--- src/bdec_pkg.sv ---
// package for the background debug entry control block
// assumes one core clock domain and synchronous active-high reset
package bdec_pkg;

	localparam logic [15:0] BACKGROUND_ENTRY_OPCODE_OPCODE      = 16'h4AFA;
	localparam logic [15:0] SWBKPT_LO        = 16'h4848;
	localparam logic [15:0] SWBKPT_HI        = 16'h484F;
	localparam logic [7:0]  VEC_BREAKPOINT_REQUEST_N         = 8'h0C;
	localparam logic [7:0]  VEC_ILLEGAL      = 8'h04;
	localparam logic [7:0]  VEC_TRACE        = 8'h09;
	localparam logic [15:0] CAUSE_DBL_FAULT  = 16'hFFFF;
	localparam logic [15:0] CAUSE_OPCODE     = 16'h0001;
	localparam logic [15:0] CAUSE_HW_BREAKPOINT_REQUEST_N    = 16'h0000;
	localparam logic [15:0] SSW_NONE         = 16'h0000;
	localparam int          SYNC_STAGES      = 2;
	localparam int          BREAKPOINT_REQUEST_N_HOLD_CYCLES = 2;

	typedef enum logic [1:0] {
		BDEC_SRC_NONE,
		BDEC_SRC_HW,
		BDEC_SRC_OP,
		BDEC_SRC_DBF
	} bdec_src_t;

	typedef struct packed {
		logic        valid;
		logic [7:0]  vector;
	} bdec_exc_t;

	typedef struct packed {
		logic        fetch_load;
		logic        flush;
		logic        advance;
		logic        exec_start;
	} bdec_pipe_t;

endpackage

--- src/bdec_sync.sv ---
// two-stage synchroniser for the breakpoint request pin
// assumes the pin is already in the core clock domain per house rule
`timescale 1ns/1ps
module bdec_sync (
	// clock and control
	input  wire logic core_clk,
	input  wire logic rst,
	input  wire logic clk_en,
	// data
	input  wire logic d_in,
	output logic      q_out
);
	logic meta_reg;

	// keeps shifting during reset so the pin level reaches the release edge
	always_ff @(posedge core_clk) begin
		if (rst || clk_en) begin
			meta_reg <= d_in;
			q_out    <= meta_reg;
		end
	end
endmodule

--- src/bdec_top.sv ---
// background debug entry control: enable latch, source routing, tracking
// assumes core pipeline supplies decode, fault and fetch event strobes
`timescale 1ns/1ps
module bdec_top (
	// clock and control
	input  wire logic                core_clk,
	input  wire logic                rst,
	input  wire logic                clk_en,
	// development system pin
	input  wire logic                breakpoint_request_n,
	// core events
	input  wire logic                breakpoint_request_n_ack,
	input  wire logic                breakpoint_request_n_on_prefetch,
	input  wire logic                prefetch_flushed,
	input  wire logic                periph_breakpoint_request_n,
	input  wire logic                opcode_valid,
	input  wire logic [15:0]         opcode,
	input  wire logic                double_fault,
	input  wire logic [15:0]         fault_ssw,
	input  wire logic                trace_enable,
	input  wire logic                instr_done,
	input  wire logic                resume_cmd,
	input  wire bdec_pkg::bdec_pipe_t pipe_evt,
	// results
	output logic                     background_debug_mode,
	output logic                     debug_enabled,
	output logic                     debug_halt,
	output logic                     serial_enable,
	output logic                     exec_suspend,
	output logic                     fetch_enable,
	output logic                     cpu_halted,
	output bdec_pkg::bdec_exc_t      exc_out,
	output logic [31:0]              temp_scratch_reg,
	output logic                     fetch_track_out,
	output logic                     pipe_track_out
);
	typedef enum logic [1:0] {
		BDEC_RUN,
		BDEC_FREEZE,
		BDEC_WAIT_CMD
	} bdec_state_t;

	function automatic logic is_sw_breakpoint_request_n(input logic [15:0] op);
		is_sw_breakpoint_request_n = (op >= bdec_pkg::SWBKPT_LO) && (op <= bdec_pkg::SWBKPT_HI);
	endfunction

	logic                breakpoint_request_n_sync;
	logic                rst_d_reg;
	bdec_state_t         state_reg;
	bdec_pkg::bdec_src_t src_next;
	logic [15:0]         ssw_next;
	logic                hw_breakpoint_request_n;
	logic                op_background_entry_opcode;
	logic                op_swbk;
	logic                running;

	bdec_sync u_sync (
		.core_clk (core_clk),
		.rst      (rst),
		.clk_en   (clk_en),
		.d_in     (breakpoint_request_n),
		.q_out    (breakpoint_request_n_sync)
	);

	assign running = (state_reg == BDEC_RUN);
	// flushed prefetch breakpoints dropped, operand ones kept
	assign hw_breakpoint_request_n = running && ((breakpoint_request_n_ack && !(breakpoint_request_n_on_prefetch && prefetch_flushed))
		|| periph_breakpoint_request_n);
	assign op_background_entry_opcode = running && opcode_valid && (opcode == bdec_pkg::BACKGROUND_ENTRY_OPCODE_OPCODE);
	assign op_swbk = running && opcode_valid && is_sw_breakpoint_request_n(opcode);

	// reset edge tracking
	always_ff @(posedge core_clk) begin
		if (clk_en) begin
			rst_d_reg <= rst;
		end
	end

	// enable latched at first edge after release, held until next reset
	always_ff @(posedge core_clk) begin
		if (rst) begin
			debug_enabled <= 1'b0;
		end else if (clk_en && rst_d_reg) begin
			debug_enabled <= !breakpoint_request_n_sync;
		end
	end

	// entry source priority
	always_comb begin
		src_next = bdec_pkg::BDEC_SRC_NONE;
		ssw_next = bdec_pkg::SSW_NONE;
		if (running && debug_enabled) begin
			if (double_fault) begin
				src_next = bdec_pkg::BDEC_SRC_DBF;
				ssw_next = fault_ssw;
			end else if (op_background_entry_opcode) begin
				src_next = bdec_pkg::BDEC_SRC_OP;
			end else if (hw_breakpoint_request_n) begin
				src_next = bdec_pkg::BDEC_SRC_HW;
			end
		end
	end

	// background mode sequencer; no acknowledge cycle is ever run
	always_ff @(posedge core_clk) begin
		if (rst) begin
			state_reg <= BDEC_RUN;
		end else if (clk_en) begin
			case (state_reg)
				BDEC_RUN: begin
					if (src_next != bdec_pkg::BDEC_SRC_NONE) begin
						state_reg <= BDEC_FREEZE;
					end
				end
				BDEC_FREEZE: begin
					state_reg <= BDEC_WAIT_CMD;
				end
				BDEC_WAIT_CMD: begin
					if (resume_cmd) begin
						state_reg <= BDEC_RUN;
					end
				end
				default: begin
					state_reg <= BDEC_RUN;
				end
			endcase
		end
	end

	// mode outputs
	always_ff @(posedge core_clk) begin
		if (rst) begin
			background_debug_mode <= 1'b0;
			debug_halt            <= 1'b0;
			serial_enable         <= 1'b0;
			exec_suspend          <= 1'b0;
			fetch_enable          <= 1'b0;
		end else if (clk_en) begin
			case (state_reg)
				BDEC_RUN: begin
					background_debug_mode <= src_next != bdec_pkg::BDEC_SRC_NONE;
					debug_halt            <= src_next != bdec_pkg::BDEC_SRC_NONE;
					exec_suspend          <= src_next != bdec_pkg::BDEC_SRC_NONE;
					fetch_enable          <= src_next == bdec_pkg::BDEC_SRC_NONE;
					serial_enable         <= 1'b0;
				end
				BDEC_FREEZE: begin
					serial_enable <= 1'b1;
				end
				BDEC_WAIT_CMD: begin
					if (resume_cmd) begin
						background_debug_mode <= 1'b0;
						debug_halt            <= 1'b0;
						exec_suspend          <= 1'b0;
						serial_enable         <= 1'b0;
						fetch_enable          <= 1'b1;
					end
				end
				default: begin
					background_debug_mode <= 1'b0;
					debug_halt            <= 1'b0;
					serial_enable         <= 1'b0;
					exec_suspend          <= 1'b0;
					fetch_enable          <= 1'b0;
				end
			endcase
		end
	end

	// entry cause record
	always_ff @(posedge core_clk) begin
		if (rst) begin
			temp_scratch_reg <= 32'h0000_0000;
		end else if (clk_en && running) begin
			case (src_next)
				bdec_pkg::BDEC_SRC_DBF: temp_scratch_reg <= {ssw_next,
					bdec_pkg::CAUSE_DBL_FAULT};
				bdec_pkg::BDEC_SRC_OP: temp_scratch_reg <= {16'h0000,
					bdec_pkg::CAUSE_OPCODE};
				bdec_pkg::BDEC_SRC_HW: temp_scratch_reg <= {16'h0000,
					bdec_pkg::CAUSE_HW_BREAKPOINT_REQUEST_N};
				default: temp_scratch_reg <= temp_scratch_reg;
			endcase
		end
	end

	// ordinary exceptions and halt
	always_ff @(posedge core_clk) begin
		if (rst) begin
			exc_out    <= '0;
			cpu_halted <= 1'b0;
		end else if (clk_en) begin
			exc_out <= '0;
			if (running && !debug_enabled && double_fault) begin
				cpu_halted <= 1'b1;
			end else if (running && !debug_enabled && op_background_entry_opcode) begin
				exc_out <= '{valid: 1'b1, vector: bdec_pkg::VEC_ILLEGAL};
			end else if (op_swbk) begin
				exc_out <= '{valid: 1'b1, vector: bdec_pkg::VEC_ILLEGAL};
			end else if (running && !debug_enabled && hw_breakpoint_request_n) begin
				exc_out <= '{valid: 1'b1, vector: bdec_pkg::VEC_BREAKPOINT_REQUEST_N};
			end else if (running && trace_enable && instr_done) begin
				exc_out <= '{valid: 1'b1, vector: bdec_pkg::VEC_TRACE};
			end
		end
	end

	// tracking outputs; idle high, pulse low on events
	always_ff @(posedge core_clk) begin
		if (rst) begin
			fetch_track_out <= 1'b1;
			pipe_track_out  <= 1'b1;
		end else if (clk_en) begin
			fetch_track_out <= !(running && (pipe_evt.fetch_load || pipe_evt.flush));
			pipe_track_out  <= !(running && (pipe_evt.advance || pipe_evt.exec_start));
		end
	end

	// checks
	a_enable_latch: assert property (@(posedge core_clk) disable iff (rst)
		clk_en && $past(rst) && !rst |=> debug_enabled == !$past(breakpoint_request_n_sync))
		else $error("enable not latched from pin");
	a_enable_hold: assert property (@(posedge core_clk) disable iff (rst)
		!$past(rst) && !$past(rst_d_reg) |-> $stable(debug_enabled))
		else $error("enable changed outside reset");
	a_disabled_none: assert property (@(posedge core_clk) disable iff (rst || !clk_en)
		running && !debug_enabled |=> !background_debug_mode)
		else $error("entry while disabled");
	a_swbk_noentry: assert property (@(posedge core_clk) disable iff (rst || !clk_en)
		op_swbk && !double_fault && !hw_breakpoint_request_n |=> !background_debug_mode)
		else $error("software breakpoint entered background");
	a_entry_seq: assert property (@(posedge core_clk) disable iff (rst || !clk_en)
		running && src_next != bdec_pkg::BDEC_SRC_NONE
		|=> debug_halt && !serial_enable ##1 serial_enable)
		else $error("halt then serial order broken");
	a_vec_breakpoint_request_n: assert property (@(posedge core_clk) disable iff (rst || !clk_en)
		running && !debug_enabled && hw_breakpoint_request_n && !double_fault && !op_background_entry_opcode && !op_swbk
		|=> exc_out.valid && exc_out.vector == bdec_pkg::VEC_BREAKPOINT_REQUEST_N)
		else $error("breakpoint vector wrong");
	a_cause_dbf: assert property (@(posedge core_clk) disable iff (rst || !clk_en)
		running && src_next == bdec_pkg::BDEC_SRC_DBF
		|=> temp_scratch_reg[15:0] == bdec_pkg::CAUSE_DBL_FAULT)
		else $error("double fault cause wrong");
	a_cause_op: assert property (@(posedge core_clk) disable iff (rst || !clk_en)
		running && src_next == bdec_pkg::BDEC_SRC_OP
		|=> temp_scratch_reg == 32'h0000_0001)
		else $error("opcode cause wrong");
	a_no_fetch: assert property (@(posedge core_clk) disable iff (rst)
		serial_enable |-> !fetch_enable && exec_suspend)
		else $error("fetching during background");
	a_dbf_halt: assert property (@(posedge core_clk) disable iff (rst || !clk_en)
		running && !debug_enabled && double_fault |=> cpu_halted)
		else $error("double fault did not halt");
endmodule
--- config.mk ---
export PLATFORM = sky130hd
export DESIGN_NAME = bdec_top
export DESIGN_NICKNAME = d
export VERILOG_FILES = /design/src/bdec_pkg.sv /design/src/bdec_sync.sv /design/src/bdec_top.sv
export SDC_FILE = /design/constraint.sdc
export NUM_CORES = 1
export LEC_CHECK = 0
export BUFFER_PORTS_ARGS = -buffer_cell sky130_fd_sc_hd__buf_2
export CAP_MARGIN = 20
export CORE_MARGIN = 8
export CORE_UTILIZATION = 28
export CTS_CLUSTER_DIAMETER = 40
export DETAILED_ROUTE_END_ITERATION = 16
export GPL_ROUTABILITY_DRIVEN = 0
export HOLD_SLACK_MARGIN = 0.02
export SETUP_SLACK_MARGIN = 0.5
export SLEW_MARGIN = 5
export SYNTH_ARGS = -nofsm -noshare
export SYNTH_HDL_FRONTEND = slang
export SYNTH_HIERARCHICAL = 1
export SYNTH_SLANG_ARGS = --single-unit
--- constraint.sdc ---
create_clock -name core_clk -period 3.19 [get_ports core_clk]
set_input_delay 0.1595 -clock core_clk [delete_from_list [all_inputs] [get_ports core_clk]]
set_output_delay 0.1595 -clock core_clk [all_outputs]
set_load 0.01 [all_outputs]
==> results of run 1 <==
[how the worst max path moves through the flow]
stage                  from                    to  slack, ps  cells past startpoint
3_5_place_dp   state_reg[0]  temp_scratch_reg[25]        440                     10
6_report       state_reg[0]  temp_scratch_reg[30]        710                     10
2_1_floorplan  state_reg[1]  temp_scratch_reg[22]        530                     12
4_1_cts        state_reg[0]  temp_scratch_reg[30]        560                     10
3_3_place_gp   state_reg[0]  temp_scratch_reg[23]        510                     10
5_1_grt        state_reg[0]  temp_scratch_reg[20]        500                     10
[placed cells by master (no fill, tap or decap), drive strengths merged]
cell | synthesis | routed
a2111oi | 1 | 1
a211oi | 2 | 2
a21boi | 1 | 1
a21o | 3 | 3
a21oi | 7 | 7
a221oi | 1 | 1
a22oi | 17 | 17
a311oi | 1 | 1
a31oi | 1 | 1
a32o | 2 | 2
and2 | 1 | 1
and3 | 1 | 1
and4b | 1 | 1
buf | 24 | 98
bufinv | 0 | 1
clkbuf | 7 | 7
conb | 1 | 5
dfxtp | 31 | 31
edfxtp | 3 | 3
ha | 2 | 2
inv | 3 | 3
nand2 | 6 | 6
nand2b | 5 | 5
nand3 | 1 | 1
nand3b | 2 | 2
nand4 | 1 | 1
nor2 | 26 | 26
nor3 | 3 | 3
nor3b | 1 | 1
nor4 | 2 | 2
nor4b | 3 | 3
o211ai | 2 | 2
o21a | 1 | 1
o21ai | 7 | 7
o2bb2ai | 1 | 1
or2 | 1 | 1
or3 | 1 | 1
or4b | 1 | 1
or4bb | 2 | 2
[power groups by stage]
stage | registers [mW] | logic (mW) | clock network (mW)
5_1_grt | 0.465 | 0.174 | 0.414
3_3_place_gp | 0.471 | 0.153 | 0
3_5_place_dp | 0.472 | 0.154 | 0
4_1_cts | 0.463 | 0.156 | 0.393
2_1_floorplan | 0.475 | 0.101 | 0
6_report | 0.462 | 0.157 | 0.378
[cells in the mapped netlist (2+ instances only)]
cell type,n,area [um2]
nor4b_2,3,45.0
nand2b_1,5,31.3
a21o_1,3,22.5
or4bb_1,2,22.5
a22oi_1,17,128
clkbuf_1,6,22.5
inv_1,3,11.3
nand2_1,6,22.5
ha_1,2,25.0
buf_2,3,15.0
a21oi_1,7,35.0
dfxtp_1,31,621
nor3_1,2,10.0
a211oi_1,2,15.0
o21ai_0,7,35.0
nand3b_1,2,15.0
buf_4,21,158
nor4_1,2,12.5
nor2_1,26,97.6
o211ai_1,2,15.0
edfxtp_1,3,90.1
a32o_1,2,20.0
[layer usage]
metal  GRT usage [%]  part of all wire, %  routed length, um
met5               0                    0                  0
met4            2.82                 0.61                 27
met3            3.99                  7.6                338
met2            17.5                   50               2210
met1            11.4                   42               1880
[critical path, delay by kind of cell (launching register included)]
| kind | cells | cell delay (ps) |
|---|---|---|
| simple gates | 5 | 1110 |
| compound gates | 3 | 460 |
| flops | 1 | 380 |
| fa+ha+maj | 1 | 230 |
| buf+inv | 1 | 160 |
[kinds of logic after synthesis]
logic type | share of synthesized area [%]
buffers and inverters | 13.0
flip-flops | 43.8
AND/OR/NAND/NOR | 20.6
adder cells (fa/ha/maj) | 1.54
AO/OA/AOI/OAI | 20.9
other | 0.231
[stage by stage]
stage | instance area (um2) | hold WS [ps] | utilization [%]
final | 2180 | 59.6 | 39.3
after global routing | 2180 | 47.1 | 39.3
after CTS | 2150 | 53.0 | 38.9
after detailed placement | 2030 | 348 | 36.7
after global placement | 2030 | 338 | 36.7
after floorplan | 1660 | 258 | -
[layout make-up]
cell class / instances / area share (%)
multi-input combinational: 112 / 34.4
sequential: 34 / 32.7
timing repair buffer: 98 / 23.4
tap: 72 / 4.13
clock buffer: 7 / 3.50
clock inverter: 1 / 1.38
inverter: 3 / 0.517
[what timing repair did]
action | 4_1_cts | 5_1_grt
setup endpoints to repair | 16 | 16
pin swaps | 1 | 1
setup buffers | 1 | 1
resized for setup | 1 | 6
==> out/qor.txt, run 1 <==
multi-input logic area -> 749 um2
clock-pin transition on the worst setup and hold timing paths -> 70 ps
register-to-register setup slack -> 710 ps
overall die width -> 92.2 um
max FFs per register -> 18
max-cap violation count -> 0
initial antenna violation count -> 0
final antenna-violating net count -> 0
internal power consumption -> 755 uW
standard-cell row count -> 27
clock tree from TritonCTS -> done
P&R area growth vs syn -> 34.2%
die outline height -> 92.2 um
Cell variety after synth -> 41
overflow left after global routing -> 0
count of final max-slew check failures -> 0
dominant synthesized flop cell -> dfxtp_1
Post-CTS Hold Fix Bufs -> 0
Crit path required time -> 3340 ps
nets@finish -> 305
headroom to the max-slew limit -> 60.2%
register area -> 712 um2
Post-Syn Area -> 1620 um2
share of final-layout standard cells stronger than drive strength 1 -> 45.1%
number of warnings reported in the yosys synthesis log -> 6
Synth async-reset ratio -> 0%
Reg-to-Reg End -> temp_scratch_reg[30]
# setup viols final -> 0
Buffers on Ports -> 93
slowest cell delay on critical path -> 580 ps
length in cells of the worst reg-to-reg path -> 10
final antenna diode count -> 0
Iteration-0 DRC Markers -> 58
worst min-delay path endpoint -> u_sync/meta_reg
Achievable Freq -> 0.403 GHz
register share of total power -> 46.4%
final period demand of the worst path -> 2480 ps
buffer levels on the longest clock path -> 2
Gate power share -> 15.7%
worst-skew pair later-pin latency -> 280 ps
post-detailed-route DRC marker count -> 0
number of flip-flops and latches in the synthesized netlist -> 34
Global Route Usage Sum -> 10.2%
Detailed Route WL -> 4460 um
largest net degree at the start of global routing -> 34
highest net fanout along the worst path -> 16
clock root buffer -> clkbuf_8
worst setup margin -> 707 ps
Core Region -> 5540 um2
chain of cells forming the critical path -> or4b_4 > nor3_4 > a21boi_0 > o21ai_1 > ha_2 > nor4b_4 > and4b_1 > buf_6 > a22oi_1 > nor2_1
clock sink count -> 34
via count -> 1,510
detailed-router iteration count before antenna repair -> 4
post-detail-place hpwl -> 3560 um
portion of the clock cycle consumed by the worst path in the final layout -> 77.8%
reported leakage power -> 1.02 nW
# H-tree levels -> 2
hold depth -> 1
final hold viol count -> 0
capturing element type of the critical path -> register
slowest stage cell on the critical path -> or4b_4
share of total power in the clock network -> 37.9%
Synth Instances -> 176
net switching fraction of the power -> 24.3%
routed length per placed instance -> 13.6 um
full die area -> 8490 um2
Fillers -> 601
Overall Power -> 997 uW
count of flip-flops with a built-in enable after synthesis -> 3
setup slack at placement -> 437 ps
via count of the first global-routing pass -> 1,540
I/O pin count -> 99
WP data arrival -> 2630 ps
initial cell density of the core -> 29.3%
via density per instance -> 4.62
non-filler instance count after layout -> 327
mean post-synth cell area -> 9.23 um2
placed cells -> 317
Tightest Hold Check Type -> in2reg
total power density per cell area -> 457 nW/um2
CP Launch Type -> register
kind of critical path -> reg2reg
total net switching power -> 242 uW
setup repair after global routing missed its margin -> no
global-route wire length before repair -> 7200 um
Seq/Total Area, Yosys -> 43.8%
run status -> completed
start point of the worst hold path -> breakpoint_request_n
largest voltage drop on the vdd net -> 0.000252 V
Setup Total Neg Slack -> 0 ps
setup clock skew after layout -> 9.75 ps
slew at the pin closest to its max-slew limit -> 598 ps
CTS buffer count -> 5
worst flop-to-flop path startpoint -> state_reg[0]
Note: power is estimated with default switching activity, not from simulation.
==> inputs of run 2 (changes only) <==
Clock period 3.19 ns to 2.4 ns, I/O delays scaled along.
==> out/qor.txt, run 2 (synthesis gave the netlist of run 1 again) <==
post-placement cell area -> 2090 um2 (was 2030 um2)
initial cell density of the core -> 29.3% (unchanged)
violated checks -> setup timing
share of final-layout standard cells stronger than drive strength 1 -> 53.0% (was 45.1%)
via count of the first global-routing pass -> 1,662 (was 1,540)
routed length per placed instance -> 13.4 um (was 13.6 um)
Crit. Startpoint -> state_reg[0] (unchanged)
final antenna diode count -> 0 (unchanged)
largest net degree at the start of global routing -> 34 (unchanged)
Achievable Freq -> 0.410 GHz (was 0.403 GHz)
Reg-to-Reg End -> temp_scratch_reg[29] (was temp_scratch_reg[30])
overflow left after global routing -> 0 (unchanged)
overall die width -> 92.2 um (unchanged)
placed cells -> 320 (was 317)
kind of critical path -> reg2reg (unchanged)
worst-skew pair later-pin latency -> 280 ps (about the same)
max FFs per register -> 18 (unchanged)
final period demand of the worst path -> 2440 ps (was 2480 ps)
nets@finish -> 314 (was 305)
hold depth -> 3 (was 1)
final core utilization -> 42.3% (was 39.3%)
count of final max-slew check failures -> 0 (unchanged)
detailed-router iteration count before antenna repair -> 4 (unchanged)
portion of the clock cycle consumed by the worst path in the final layout -> 102% (was 77.8%)
clock tree from TritonCTS -> done (unchanged)
slowest stage cell on the critical path -> or4b_4 (unchanged)
die outline height -> 92.2 um (unchanged)
P&R area growth vs syn -> 44.5% (was 34.2%)
Non-Filler Cell Area, Final -> 2350 um2 (was 2180 um2)
total power density per cell area -> 532 nW/um2 (was 457 nW/um2)
max-cap violation count -> 0 (unchanged)
clock sink count -> 34 (unchanged)
standard-cell row count -> 27 (unchanged)
Setup Total Neg Slack -> -186 ps (was 0 ps)
Detailed Route WL -> 4500 um (was 4460 um)
CP Launch Type -> register (unchanged)
final hold viol count -> 0 (unchanged)
highest net fanout along the worst path -> 8 (was 16)
via density per instance -> 4.63 (was 4.62)
buffer levels on the longest clock path -> 2 (unchanged)
worst flop-to-flop path startpoint -> state_reg[0] (unchanged)
headroom to the max-slew limit -> 62.2% (was 60.2%)
Tightest Hold Check Type -> in2reg (unchanged)
final antenna-violating net count -> 0 (unchanged)
clock root buffer -> clkbuf_8 (unchanged)
initial antenna violation count -> 0 (unchanged)
worst setup margin -> -40.5 ps (was 707 ps)
global-route wire length before repair -> 7340 um (was 7200 um)
setup slack at placement -> -10.3 ps (was 437 ps)
Crit path required time -> 2610 ps (was 3340 ps)
slew at the pin closest to its max-slew limit -> 568 ps (was 598 ps)
chain of cells forming the critical path -> or4b_4 > nor3_4 > a21o_1 > nand2_2 > ha_4 > nor4b_4 > and4b_2 > clkbuf_16 > a22oi_2 > nor2_1 (was or4b_4 > nor3_4 > a21boi_0 > o21ai_1 > ha_2 > nor4b_4 > and4b_1 > buf_6 > a22oi_1 > nor2_1)
Global Route Usage Sum -> 10.4% (was 10.2%)
register-to-register setup slack -> -40 ps (was 710 ps)
clock-pin transition on the worst setup and hold timing paths -> 60 ps (was 70 ps)
Core Region -> 5540 um2 (unchanged)
Overall Power -> 1.25 mW (was 997 uW)
setup repair after global routing missed its margin -> yes (was no)
capturing element type of the critical path -> register (unchanged)
start point of the worst hold path -> fault_ssw[15] (was breakpoint_request_n)
reported leakage power -> 1.08 nW (was 1.02 nW)
# H-tree levels -> 2 (unchanged)
post-detail-place hpwl -> 3410 um (was 3560 um)
CTS buffer count -> 5 (unchanged)
length in cells of the worst reg-to-reg path -> 10 (unchanged)
most common cell after layout, fill and taps aside -> buf_2 (unchanged)
non-filler instance count after layout -> 336 (was 327)
highest-count cells in the layout ignoring fill and taps -> buf_2, dfxtp_1, nor2_1, a22oi_2, buf_4 (was buf_2, dfxtp_1, nor2_1, a22oi_1, a21oi_1)
slowest cell delay on critical path -> 560 ps (was 580 ps)
# setup viols final -> 9 (was 0)
Fillers -> 592 (was 601)
Iteration-0 DRC Markers -> 58 (unchanged)
largest voltage drop on the vdd net -> 0.000342 V (was 0.000252 V)
run status -> finished, violations left (was completed)
worst min-delay path endpoint -> temp_scratch_reg[31] (was u_sync/meta_reg)
I/O pin count -> 99 (unchanged)
setup clock skew after layout -> 3.49 ps (was 9.75 ps)
Buffers on Ports -> 93 (unchanged)
via count -> 1,556 (was 1,510)
post-detailed-route DRC marker count -> 0 (unchanged)
WP data arrival -> 2650 ps (was 2630 ps)
full die area -> 8490 um2 (unchanged)
worst hold slack -> 73.1 ps (was 59.6 ps)
## run 2: power by group
part           internal (mW)  switching [mW]  total [mW]  leakage (nW)
Clock                  0.206           0.192       0.398        0.0395
Sequential             0.596          0.0167       0.613         0.283
Combinational          0.115           0.122       0.238         0.754
Total                  0.918           0.331        1.25          1.08
## run 2: worst max-delay path by stage
| stage | to | depth (start not counted) |
|---|---|---|
| after floorplan | temp_scratch_reg[21] | 12 |
| after global placement | temp_scratch_reg[25] | 10 |
| after detailed placement | temp_scratch_reg[22] | 10 |
| after CTS | temp_scratch_reg[20] | 10 |
| after global routing | temp_scratch_reg[29] | 10 |
| final | temp_scratch_reg[29] | 10 |
## run 2: layer usage
layer	part of all wire [%]	GRT usage, %
met5	0	0
met2	49	18.1
met1	43	11.4
met3	7.0	3.83
met4	1.2	3.62
## run 2: cell type report
type                       count  area [um2]  area share, %
timing repair buffer         107         619           26.4
multi-input combinational    112         833           35.5
sequential                    34         712           30.3
tap                           72        90.1           3.84
inverter                       3        11.3          0.480
clock buffer                   8        80.1           3.41
## run 2: repair_timing
item | CTS | global route
resized for setup | 11 | 14
endpoints found under the hold margin | 1 | 0
hold buffers | 1 | 0
setup endpoints to repair | 21 | 22
cloned | 0 | 1
buffers inserted | 5 | 1
pin swaps | 5 | 1
## run 2: worst max-delay path, delay by kind of cell (launching register included)
family | cells | cell delay, ps
AND/OR/NAND/NOR | 6 | 1460
flip-flops | 1 | 330
adder cells (fa/ha/maj) | 1 | 210
AO/OA/AOI/OAI | 2 | 200
buffers and inverters | 1 | 180
